**src/verilog/warn_pkg.sv**
```systemverilog
package warn_pkg;

  localparam int WARN_COUNT = 16;
  localparam int EXT_COUNT = 5;
  localparam int EXT_BASE = 11;
  localparam int ADDR_W = 8;

  // Timing
  localparam int CLK_HZ = 100_000_000;
  localparam int TICK_TIME_US = 1000;
  localparam int TICK_CYCLES = CLK_HZ / 1_000_000 * TICK_TIME_US;
  localparam int HOLD_TIME_MS = 1000;
  localparam int HOLD_TICKS = HOLD_TIME_MS * 1000 / TICK_TIME_US;
  localparam logic [15:0] PWR_TIME_MIN = 16'h000A;
  localparam logic [15:0] PWR_TIME_MAX = 16'h07CF;

  // Register byte offsets
  localparam logic [ADDR_W-1:0] OFS_CTRL = 8'h00;
  localparam logic [ADDR_W-1:0] OFS_OUT_SEL = 8'h04;
  localparam logic [ADDR_W-1:0] OFS_MASK_PRIMARY = 8'h08;
  localparam logic [ADDR_W-1:0] OFS_MASK_SECONDARY = 8'h0C;
  localparam logic [ADDR_W-1:0] OFS_LINK_ENH_SIX = 8'h10;
  localparam logic [ADDR_W-1:0] OFS_FUNC_ENH_THREE = 8'h14;
  localparam logic [ADDR_W-1:0] OFS_PWR_TIME = 8'h18;
  localparam logic [ADDR_W-1:0] OFS_EXT_DISABLE = 8'h1C;
  localparam logic [ADDR_W-1:0] OFS_WARN_ACTIVE = 8'h20;
  localparam logic [ADDR_W-1:0] OFS_IRQ_STATUS = 8'h24;
  localparam logic [ADDR_W-1:0] OFS_IRQ_MASK = 8'h28;

  // Field positions
  localparam int CTRL_LATCH_BIT = 0;
  localparam int CTRL_CLEAR_BIT = 1;
  localparam int CTRL_ABS_BIT = 2;
  localparam int SEL_ONE_LSB = 0;
  localparam int SEL_TWO_LSB = 8;
  localparam int ENH_SIX_TOOL_BIT = 0;
  localparam int FUNC_THREE_DET_BIT = 1;

  localparam logic [1:0] RESP_OKAY = 2'h0;
  localparam logic [1:0] RESP_SLVERR = 2'h2;

  // Per warning: output select code, bit in {secondary, primary} mask
  localparam logic [4:0] SEL_CODE [0:WARN_COUNT-1] = '{
    5'h01, 5'h02, 5'h03, 5'h04, 5'h05, 5'h06, 5'h07, 5'h08,
    5'h09, 5'h0A, 5'h16, 5'h0B, 5'h0C, 5'h0D, 5'h0E, 5'h1E};
  localparam logic [4:0] MASK_POS [0:WARN_COUNT-1] = '{
    5'h07, 5'h05, 5'h00, 5'h06, 5'h04, 5'h03, 5'h0D, 5'h02,
    5'h08, 5'h0E, 5'h17, 5'h09, 5'h0A, 5'h0B, 5'h0C, 5'h18};
  localparam logic [WARN_COUNT-1:0] LATCH_FIXED = 16'h3084;

  localparam int W_BATTERY = 2;
  localparam int W_DETERIOR = 10;
  localparam int W_POWER_OFF = 14;
  localparam int W_TOOL_CMD = 15;

  typedef struct packed {
    logic latch_mode;
    logic abs_single_turn;
    logic [4:0] sel_one;
    logic [4:0] sel_two;
    logic [15:0] mask_primary;
    logic [15:0] mask_secondary;
    logic [15:0] enh_six;
    logic [15:0] func_enh_three;
    logic [15:0] pwr_time;
    logic [EXT_COUNT-1:0] ext_disable;
  } cfg_t;

  localparam cfg_t CFG_RESET = '0;

endpackage : warn_pkg

```
**src/verilog/warn_agg.sv**
```systemverilog
`timescale 1ns/1ps
`default_nettype none

// Notes on behaviour
// - Switchable warnings: latch or one-second hold
// - Battery and lifetime warnings always latch
// - Two outputs, each routes its selected warning
// - Select zero outputs OR of all warnings
// - Mask bit set suppresses that warning's detection
// - Extended warnings have own disable setting
// - Tool command warning: enable, link, operation
// - Supply phase failure beyond time raises power-off
// - Power-off detect active only for 10..1999
// - No battery warning under single-turn absolute
// - Alarm clear clears; standing cause re-raises
// - Deterioration warning off when enhancement bit clear
module warn_agg
  import warn_pkg::*;
#(
  parameter int TICK_LEN = TICK_CYCLES,
  parameter int HOLD_LEN = HOLD_TICKS
) (
  // Clock and reset
  input wire logic mclk_i,
  input wire logic resetn_i,
  // AXI4-Lite write
  input wire logic awvalid,
  output logic awready,
  input wire logic [ADDR_W-1:0] awaddr,
  input wire logic wvalid,
  output logic wready,
  input wire logic [31:0] wdata,
  input wire logic [3:0] wstrb,
  output logic bvalid,
  input wire logic bready,
  output logic [1:0] bresp,
  // AXI4-Lite read
  input wire logic arvalid,
  output logic arready,
  input wire logic [ADDR_W-1:0] araddr,
  output logic rvalid,
  input wire logic rready,
  output logic [31:0] rdata,
  output logic [1:0] rresp,
  // Warning causes from the drive
  input wire logic [WARN_COUNT-1:0] warn_cause_i,
  input wire logic supply_phase_fail_i,
  input wire logic link_up_i,
  input wire logic tool_op_i,
  // Warning outputs
  output logic warn_out_one_o,
  output logic warn_out_two_o,
  output logic [WARN_COUNT-1:0] warn_active_o,
  output logic irq_o
);

  localparam int TW = $clog2(TICK_LEN);
  localparam logic [TW-1:0] TICK_LAST = TW'(TICK_LEN - 1);

  cfg_t cfg_reg, cfg_next;
  logic clr_reg, clr_next;
  logic aw_full_reg, aw_full_next, w_full_reg, w_full_next;
  logic [ADDR_W-1:0] aw_addr_reg, aw_addr_next;
  logic [31:0] w_data_reg, w_data_next;
  logic [3:0] w_strb_reg, w_strb_next;
  logic bvalid_reg, bvalid_next;
  logic [1:0] bresp_reg, bresp_next;
  logic rvalid_reg, rvalid_next;
  logic [31:0] rdata_reg, rdata_next;
  logic [1:0] rresp_reg, rresp_next;
  logic [WARN_COUNT-1:0] irq_stat_reg, irq_stat_next;
  logic [WARN_COUNT-1:0] irq_mask_reg, irq_mask_next;
  logic [WARN_COUNT-1:0] act_prev_reg;
  logic [TW-1:0] tick_cnt_reg, tick_cnt_next;
  logic tick;
  logic [10:0] pf_cnt_reg, pf_cnt_next;
  logic out_one_reg, out_one_next, out_two_reg, out_two_next;

  logic [WARN_COUNT-1:0] cause_sync, cause_raw, cause_eff, active;
  logic [2:0] misc_sync;
  logic pf_sync, link_sync, tool_sync;
  logic [31:0] mask_all;
  logic do_write, stat_rd;
  logic pwr_window;

  // Every warning cause pin crosses two flip-flops first
  warn_sync #(.W(WARN_COUNT)) u_sync_cause (
    .mclk_i(mclk_i),
    .resetn_i(resetn_i),
    .d_i(warn_cause_i),
    .q_o(cause_sync)
  );

  warn_sync #(.W(3)) u_sync_misc (
    .mclk_i(mclk_i),
    .resetn_i(resetn_i),
    .d_i({supply_phase_fail_i, link_up_i, tool_op_i}),
    .q_o(misc_sync)
  );

  assign pf_sync = misc_sync[2];
  assign link_sync = misc_sync[1];
  assign tool_sync = misc_sync[0];

  // Detection conditions
  assign pwr_window = (cfg_reg.pwr_time >= PWR_TIME_MIN) &&
                      (cfg_reg.pwr_time <= PWR_TIME_MAX);
  assign mask_all = {cfg_reg.mask_secondary, cfg_reg.mask_primary};

  always_comb begin
    cause_raw = cause_sync;
    if (cfg_reg.abs_single_turn) begin
      cause_raw[W_BATTERY] = 1'b0;
    end
    if (!cfg_reg.func_enh_three[FUNC_THREE_DET_BIT]) begin
      cause_raw[W_DETERIOR] = 1'b0;
    end
    // Failure must still stand: the count lags the pin by one cycle
    cause_raw[W_POWER_OFF] = pwr_window && pf_sync &&
      ({5'h00, pf_cnt_reg} > cfg_reg.pwr_time);
    cause_raw[W_TOOL_CMD] = cfg_reg.enh_six[ENH_SIX_TOOL_BIT] &&
      link_sync && tool_sync;
  end

  genvar gi;
  generate
    for (gi = 0; gi < WARN_COUNT; gi++) begin : g_warn
      logic ext_off;
      if (gi >= EXT_BASE) begin : g_ext
        assign ext_off = cfg_reg.ext_disable[gi - EXT_BASE];
      end else begin : g_gen
        assign ext_off = 1'b0;
      end
      assign cause_eff[gi] = cause_raw[gi] &&
        !mask_all[MASK_POS[gi]] && !ext_off;
      warn_cell #(
        .HOLD_TICKS(HOLD_LEN),
        .FIXED_LATCH(LATCH_FIXED[gi])
      ) u_cell (
        .mclk_i(mclk_i),
        .resetn_i(resetn_i),
        .cause_i(cause_eff[gi]),
        .latch_i(cfg_reg.latch_mode),
        .clear_i(clr_reg),
        .tick_i(tick),
        .active_o(active[gi])
      );
    end
  endgenerate

  // Output routing; only listed codes are meaningful
  function automatic logic route(input logic [4:0] sel,
                                 input logic [WARN_COUNT-1:0] act);
    logic hit;
    hit = 1'b0;
    if (sel == 5'h00) begin
      hit = |act;
    end else begin
      for (int i = 0; i < WARN_COUNT; i++) begin
        if (SEL_CODE[i] == sel) begin
          hit = hit | act[i];
        end
      end
    end
    return hit;
  endfunction : route

  function automatic logic [31:0] merge(input logic [31:0] old,
                                        input logic [31:0] dat,
                                        input logic [3:0] strb);
    logic [31:0] res;
    res = old;
    for (int b = 0; b < 4; b++) begin
      if (strb[b]) begin
        res[8*b +: 8] = dat[8*b +: 8];
      end
    end
    return res;
  endfunction : merge

  // Timers: 1 ms tick and power-failure duration in ms
  assign tick = (tick_cnt_reg == TICK_LAST);

  always_comb begin
    tick_cnt_next = tick ? '0 : tick_cnt_reg + 1'b1;
    pf_cnt_next = pf_cnt_reg;
    if (!pf_sync) begin
      pf_cnt_next = '0;
    end else if (tick && pf_cnt_reg != 11'h7FF) begin
      pf_cnt_next = pf_cnt_reg + 1'b1;
    end
    out_one_next = route(cfg_reg.sel_one, active);
    out_two_next = route(cfg_reg.sel_two, active);
  end

  // Register bus
  assign awready = !aw_full_reg && !bvalid_reg;
  assign wready = !w_full_reg && !bvalid_reg;
  assign arready = !rvalid_reg;
  assign do_write = aw_full_reg && w_full_reg && !bvalid_reg;
  assign stat_rd = arvalid && arready && (araddr == OFS_IRQ_STATUS);

  always_comb begin
    logic [31:0] wm;
    logic [31:0] cur;
    wm = '0;
    cur = '0;
    cfg_next = cfg_reg;
    clr_next = 1'b0;
    irq_mask_next = irq_mask_reg;
    aw_full_next = aw_full_reg;
    aw_addr_next = aw_addr_reg;
    w_full_next = w_full_reg;
    w_data_next = w_data_reg;
    w_strb_next = w_strb_reg;
    bvalid_next = bvalid_reg && !bready;
    bresp_next = bresp_reg;
    if (awvalid && awready) begin
      aw_full_next = 1'b1;
      aw_addr_next = awaddr;
    end
    if (wvalid && wready) begin
      w_full_next = 1'b1;
      w_data_next = wdata;
      w_strb_next = wstrb;
    end
    if (do_write) begin
      aw_full_next = 1'b0;
      w_full_next = 1'b0;
      bvalid_next = 1'b1;
      bresp_next = RESP_OKAY;
      case (aw_addr_reg)
        OFS_CTRL: begin
          cur = {29'h0, cfg_reg.abs_single_turn, 1'b0, cfg_reg.latch_mode};
          wm = merge(cur, w_data_reg, w_strb_reg);
          cfg_next.latch_mode = wm[CTRL_LATCH_BIT];
          cfg_next.abs_single_turn = wm[CTRL_ABS_BIT];
          clr_next = wm[CTRL_CLEAR_BIT];
        end
        OFS_OUT_SEL: begin
          cur = {19'h0, cfg_reg.sel_two, 3'h0, cfg_reg.sel_one};
          wm = merge(cur, w_data_reg, w_strb_reg);
          cfg_next.sel_one = wm[SEL_ONE_LSB +: 5];
          cfg_next.sel_two = wm[SEL_TWO_LSB +: 5];
        end
        OFS_MASK_PRIMARY: begin
          wm = merge({16'h0, cfg_reg.mask_primary}, w_data_reg, w_strb_reg);
          cfg_next.mask_primary = wm[15:0];
        end
        OFS_MASK_SECONDARY: begin
          wm = merge({16'h0, cfg_reg.mask_secondary}, w_data_reg,
                     w_strb_reg);
          cfg_next.mask_secondary = wm[15:0];
        end
        OFS_LINK_ENH_SIX: begin
          wm = merge({16'h0, cfg_reg.enh_six}, w_data_reg, w_strb_reg);
          cfg_next.enh_six = wm[15:0];
        end
        OFS_FUNC_ENH_THREE: begin
          wm = merge({16'h0, cfg_reg.func_enh_three}, w_data_reg,
                     w_strb_reg);
          cfg_next.func_enh_three = wm[15:0];
        end
        OFS_PWR_TIME: begin
          wm = merge({16'h0, cfg_reg.pwr_time}, w_data_reg, w_strb_reg);
          cfg_next.pwr_time = wm[15:0];
        end
        OFS_EXT_DISABLE: begin
          wm = merge({27'h0, cfg_reg.ext_disable}, w_data_reg, w_strb_reg);
          cfg_next.ext_disable = wm[EXT_COUNT-1:0];
        end
        OFS_IRQ_MASK: begin
          wm = merge({16'h0, irq_mask_reg}, w_data_reg, w_strb_reg);
          irq_mask_next = wm[15:0];
        end
        OFS_WARN_ACTIVE, OFS_IRQ_STATUS: begin
          bresp_next = RESP_OKAY;
        end
        default: begin
          bresp_next = RESP_SLVERR;
        end
      endcase
    end
  end

  always_comb begin
    rvalid_next = rvalid_reg && !rready;
    rdata_next = rdata_reg;
    rresp_next = rresp_reg;
    if (arvalid && arready) begin
      rvalid_next = 1'b1;
      rresp_next = RESP_OKAY;
      case (araddr)
        OFS_CTRL: rdata_next = {29'h0, cfg_reg.abs_single_turn, 1'b0,
                                cfg_reg.latch_mode};
        OFS_OUT_SEL: rdata_next = {19'h0, cfg_reg.sel_two, 3'h0,
                                   cfg_reg.sel_one};
        OFS_MASK_PRIMARY: rdata_next = {16'h0, cfg_reg.mask_primary};
        OFS_MASK_SECONDARY: rdata_next = {16'h0, cfg_reg.mask_secondary};
        OFS_LINK_ENH_SIX: rdata_next = {16'h0, cfg_reg.enh_six};
        OFS_FUNC_ENH_THREE: rdata_next = {16'h0, cfg_reg.func_enh_three};
        OFS_PWR_TIME: rdata_next = {16'h0, cfg_reg.pwr_time};
        OFS_EXT_DISABLE: rdata_next = {27'h0, cfg_reg.ext_disable};
        OFS_WARN_ACTIVE: rdata_next = {16'h0, active};
        OFS_IRQ_STATUS: rdata_next = {16'h0, irq_stat_reg};
        OFS_IRQ_MASK: rdata_next = {16'h0, irq_mask_reg};
        default: begin
          rdata_next = '0;
          rresp_next = RESP_SLVERR;
        end
      endcase
    end
    // A new rising warning in the read cycle survives the read clear
    irq_stat_next = (stat_rd ? '0 : irq_stat_reg) |
                    (active & ~act_prev_reg);
  end

  always_ff @(posedge mclk_i or negedge resetn_i) begin
    if (!resetn_i) begin
      cfg_reg <= CFG_RESET;
      clr_reg <= 1'b0;
      irq_mask_reg <= '0;
      irq_stat_reg <= '0;
      act_prev_reg <= '0;
      aw_full_reg <= 1'b0;
      aw_addr_reg <= '0;
      w_full_reg <= 1'b0;
      w_data_reg <= '0;
      w_strb_reg <= '0;
      bvalid_reg <= 1'b0;
      bresp_reg <= RESP_OKAY;
      rvalid_reg <= 1'b0;
      rdata_reg <= '0;
      rresp_reg <= RESP_OKAY;
      tick_cnt_reg <= '0;
      pf_cnt_reg <= '0;
      out_one_reg <= 1'b0;
      out_two_reg <= 1'b0;
    end else begin
      cfg_reg <= cfg_next;
      clr_reg <= clr_next;
      irq_mask_reg <= irq_mask_next;
      irq_stat_reg <= irq_stat_next;
      act_prev_reg <= active;
      aw_full_reg <= aw_full_next;
      aw_addr_reg <= aw_addr_next;
      w_full_reg <= w_full_next;
      w_data_reg <= w_data_next;
      w_strb_reg <= w_strb_next;
      bvalid_reg <= bvalid_next;
      bresp_reg <= bresp_next;
      rvalid_reg <= rvalid_next;
      rdata_reg <= rdata_next;
      rresp_reg <= rresp_next;
      tick_cnt_reg <= tick_cnt_next;
      pf_cnt_reg <= pf_cnt_next;
      out_one_reg <= out_one_next;
      out_two_reg <= out_two_next;
    end
  end

  assign bvalid = bvalid_reg;
  assign bresp = bresp_reg;
  assign rvalid = rvalid_reg;
  assign rdata = rdata_reg;
  assign rresp = rresp_reg;
  assign warn_out_one_o = out_one_reg;
  assign warn_out_two_o = out_two_reg;
  assign warn_active_o = active;
  assign irq_o = |(irq_stat_reg & irq_mask_reg);
endmodule : warn_agg

`default_nettype wire

```
**src/verilog/warn_sync.sv**
```systemverilog
`timescale 1ns/1ps
`default_nettype none

module warn_sync #(
  parameter int W = 1
) (
  // Clock and reset
  input wire logic mclk_i,
  input wire logic resetn_i,
  // Levels
  input wire logic [W-1:0] d_i,
  output logic [W-1:0] q_o
);

  logic [W-1:0] meta_reg;
  logic [W-1:0] sync_reg;

  // First stage feeds only the second stage
  always_ff @(posedge mclk_i or negedge resetn_i) begin
    if (!resetn_i) begin
      meta_reg <= '0;
      sync_reg <= '0;
    end else begin
      meta_reg <= d_i;
      sync_reg <= meta_reg;
    end
  end

  assign q_o = sync_reg;

endmodule : warn_sync

`default_nettype wire

```
**src/verilog/warn_cell.sv**
```systemverilog
`timescale 1ns/1ps
`default_nettype none

module warn_cell #(
  parameter int HOLD_TICKS = 1000,
  parameter bit FIXED_LATCH = 1'b0
) (
  // Clock and reset
  input wire logic mclk_i,
  input wire logic resetn_i,
  // Control
  input wire logic cause_i,
  input wire logic latch_i,
  input wire logic clear_i,
  input wire logic tick_i,
  // State
  output logic active_o
);

  localparam int CW = $clog2(HOLD_TICKS + 1);
  localparam logic [CW-1:0] HOLD_LOAD = CW'(HOLD_TICKS);

  logic active_reg, active_next;
  logic [CW-1:0] hold_reg, hold_next;
  logic latched;

  assign latched = latch_i | FIXED_LATCH;

  always_comb begin
    active_next = active_reg;
    hold_next = hold_reg;
    if (clear_i) begin
      // Clear wins for one cycle; a standing cause re-raises next cycle
      active_next = 1'b0;
      hold_next = '0;
    end else if (cause_i) begin
      active_next = 1'b1;
      hold_next = HOLD_LOAD;
    end else if (active_reg && !latched) begin
      if (hold_reg == '0) begin
        active_next = 1'b0;
      end else if (tick_i) begin
        hold_next = hold_reg - 1'b1;
      end
    end
  end

  always_ff @(posedge mclk_i or negedge resetn_i) begin
    if (!resetn_i) begin
      active_reg <= 1'b0;
      hold_reg <= '0;
    end else begin
      active_reg <= active_next;
      hold_reg <= hold_next;
    end
  end

  assign active_o = active_reg;

endmodule : warn_cell

`default_nettype wire

```
**config.mk**
```make
export PLATFORM = sky130hd
export DESIGN_NAME = warn_agg
export DESIGN_NICKNAME = d
export VERILOG_FILES = /design/src/verilog/warn_pkg.sv /design/src/verilog/warn_agg.sv /design/src/verilog/warn_sync.sv /design/src/verilog/warn_cell.sv
export SDC_FILE = /design/constraint.sdc
export NUM_CORES = 1
export LEC_CHECK = 0
export ABC_AREA = 1
export BUFFER_PORTS_ARGS = -buffer_cell sky130_fd_sc_hd__buf_4
export CORE_MARGIN = 8
export CORE_UTILIZATION = 40
export DETAILED_ROUTE_END_ITERATION = 16
export PLACE_DENSITY = 0.56
export SKIP_LAST_GASP = 1
export SLEW_MARGIN = 20
export SYNTH_ARGS = -nofsm -noshare
export SYNTH_HDL_FRONTEND = slang
export SYNTH_SLANG_ARGS = --single-unit
```
**constraint.sdc**
```tcl
create_clock -name mclk_i -period 2.8 [get_ports mclk_i]
set_input_delay 0.42 -clock mclk_i [delete_from_list [all_inputs] [get_ports mclk_i]]
set_output_delay 0.42 -clock mclk_i [all_outputs]
set_load 0.01 [all_outputs]
```
==> key figures <==
Route
  – Starting DRT DRC Count: 1463
  – Via count: 17900
  – DRT Wirelength: 59800 um
  – Pre-antenna DRT Iters: 5
  – DR DRC count: 0
  – Antenna-violating nets left: 0
  – DR vias/cell: 5.17
  – WL per Instance: 17.3 um

Critical path
  – Critical path class: flip-flop to output port
  – Arr. time, crit path: 2.19 ns
  – Crit path cell chain: nand2_1 > nand2_1 > a221oi_1 > nand4_1 > buf_4
  – Critical path capture point type: output port
  – Cell repeated most along the worst path: nand2_1
  – Startpoint Class: flip-flop
  – Slowest cell on the critical path: a221oi_1
  – Critical path's largest stage delay: 0.54 ns
  – R2R cell count: 13
  – R2R Setup Slk: 0.62 ns
  – Delay-heaviest family, CP: compound AO/OA/AOI/OAI gates
  – FF-to-FF Start: g_warn[14].u_cell.hold_reg[0]$_DFFE_PN0P_
  – R2R Path End: g_warn[14].u_cell.hold_reg[4]$_DFFE_PN0P_
  – Crit path buf inv count: 1
  – CP Data Required Time: 2.38 ns
  – CP Max Fanout: 3

Timing
  – Min cycle time layout: 2.61 ns
  – Final setup violation count: 0
  – Worst slew pin tran: 1.04 ns
  – Hold WS: 0.0622 ns
  – PnR worst setup slack: 0.193 ns
  – Tcrit/Tclk final: 93.1%
  – Max Slew Vio Count: 0
  – Rel. slew slack: 30.8%
  – RSZ-0062 raised after global routing: no
  – Final TNS setup: 0 ns
  – Skew final: 0.0227 ns
  – Final Hold Viols: 0
  – Max Clk Rate: 0.384 GHz

Global routing
  – GRT Max-Usage Layer: met2
  – Met2 Use GR: 33.7%
  – Number of global-route vias before repair: 17200
  – Met3 Usage GRT: 3.04%
  – Largest net degree at the start of global routing: 78
  – Initial antenna violation count: 0
  – Gr usage total: 20.7%
  – Met1 usage: 28.2%
  – Global-route wire length before repair: 95400 um
  – Gr ovfl total: 0

Worst hold path
  – Hold WC Path Type: input port to flip-flop
  – Hold EP: rvalid$_DFF_PN0_
  – Min-Delay Startpoint: rready
  – Worst hold path depth: 2

Synth
  – Fraction of registers with async set/reset: 100%
  – Synth unique cells: 47
  – Post-Synthesis Cells: 2622
  – Average cell area after synthesis: 7.68 sq um
  – Mapped Area: 20100 sq um
  – Prevailing post-synth register cell: dfrtp_1
  – Sequential share of the synthesized area: 48.9%
  – Post-synth EDFFs: 0
  – Synthesized flop and latch total: 394
  – Ys Warns: 0

Floorplanning
  – I/O pins: 138
  – Die X: 240 um
  – Die ar.: 57800 sq um
  – Core area: 50000 sq um
  – Chip height: 240 um
  – FP Rows: 82
  – Initial Utilization: 40.3%

Layout
  – Most common cell after layout, fill and taps aside: nand2_1
  – Storage cell area: 9860 sq um
  – Finished Cell Area: 23400 sq um
  – # diodes: 0
  – Area of the multi-input gates: 8580 sq um
  – Layout cell share with drive strength beyond 1: 9.72%
  – Post-Layout Cell Count: 3459
  – # fillers: 4946
  – Most frequent cells in the layout: 651 x nand2_1, 393 x dfrtp_1, 315 x inv_1
  – Number of flip-flops in the largest register: 120
  – Final core utilization: 46.9%
  – Nets: 2857
  – Synth-to-Final Area Change: 16.3%

Clock network
  – Clk_lat worst skew: 0.59 ns
  – CTS max path bufs: 3
  – CTS tree: yes
  – TritonCTS Buffers: 46
  – # H-tree levels: 2
  – Root Driver: clkbuf_16
  – TritonCTS Sinks: 394
  – Clock slew at reported path FFs: 0.06 ns

Placement
  – HPWL Detailed: 43500 um
  – Placed cell area: 21600 sq um
  – Port buffer count: 99
  – DP Worst Slack: 0.414 ns
  – Placed cell count: 3359
  – Placer Congestion: 0.925

Status
  – Outcome: finished, final reports clean

Power and ir drop
  – Pwr Density: 851 nW/um^2
  – Total power: 20.0 mW
  – Peak VDD IR: 0.000536 V
  – Total leakage power: 11.6 nW

Run
  – Max Cap Viol: 0
## kinds of logic (layout without fill, tap and decap cells)
kind of cell	Yosys count	count (layout)	share of synthesized area, %
AND/OR/NAND/NOR	1344	1344	28.8
AO/OA/AOI/OAI	425	425	11.0
buffers and inverters	415	563	8.79
flip-flops	394	394	48.9
adder cells (fa/ha/maj)	25	25	1.55
XOR/XNOR	12	12	0.522
multiplexers	6	6	0.335
other	1	18	0.0186
## worst register-to-register path: cells and delay by family (launching register included)
kind                       cells  cell delay, ns
adders and majority gates      1            0.20
buffers and inverters          3            0.33
DFF                            1            0.37
and+or+nand+nor                9            1.22
## cell type report
type | count | share of cell area [%]
timing repair buffer | 164 | 5.70
clock inverter | 22 | 1.43
tap | 672 | 3.59
inverter | 318 | 5.09
multi-input combinational | 1830 | 36.6
sequential | 394 | 42.1
clock buffer | 59 | 5.50
## synth_stat cells, types with 3 or more instances
master | number | area, sq um
a21oi_1 | 81 | 405
a221oi_1 | 4 | 35.0
a31oi_1 | 6 | 37.5
buf_2 | 16 | 80.1
buf_4 | 39 | 293
clkbuf_1 | 38 | 143
dfrtp_1 | 394 | 9860
ha_1 | 25 | 313
inv_1 | 315 | 1180
mux2_2 | 6 | 67.6
nand2_1 | 651 | 2440
nand2_2 | 11 | 68.8
nand3_1 | 257 | 1290
nand3_2 | 12 | 120
nand3_4 | 4 | 70.1
nand3b_1 | 4 | 30.0
nand4_1 | 32 | 200
nor2_1 | 284 | 1070
nor2_2 | 5 | 31.3
nor3_1 | 58 | 290
nor3b_1 | 4 | 30.0
nor4_1 | 12 | 75.1
o211ai_1 | 3 | 22.5
o21ai_0 | 289 | 1450
o21ai_1 | 7 | 35.0
o21bai_1 | 3 | 22.5
o22ai_1 | 22 | 138
o31ai_1 | 3 | 22.5
xor2_1 | 12 | 105
## per-layer routing
layer | vias to the layer above | part of all wire [%]
li1 | 8744 | -
met1 | 8544 | 45
met2 | 477 | 46
met3 | 101 | 5.6
met4 | 0 | 3.1
met5 | - | 0
## worst max-delay path by stage
stage | from | end | slack [ns] | cells past startpoint
floorplan | tick_cnt_reg[0]$_DFF_PN0_ | g_warn[9].u_cell.hold_reg[1]$_DFFE_PN0P_ | 0.97 | 13
global placement | araddr[7] | rdata[11]$_DFFE_PN0P_ | 0.49 | 12
detailed placement | araddr[7] | rdata[11]$_DFFE_PN0P_ | 0.41 | 12
CTS | irq_mask_reg[4]$_DFFE_PN0P_ | irq_o | 0.29 | 5
global route | irq_mask_reg[4]$_DFFE_PN0P_ | irq_o | 0.21 | 5
finish | irq_mask_reg[4]$_DFFE_PN0P_ | irq_o | 0.19 | 5
## repair_timing
item | 4_1_cts | 5_1_grt
buffers inserted | 0 | 0
hold buffers | 19 | 0
resized for setup | 0 | 0
endpoints found under the hold margin | 85 | 0
endpoints found under the setup margin | 0 | 0
## power by group
group          internal, mW  switching (mW)  total, mW
clock                  3.98            2.47       6.45
sequential             6.97            1.00       7.97
combinational          1.91            3.61       5.53
total                  12.9            7.08       20.0
No activity file was read; power rests on OpenSTA's default activity.
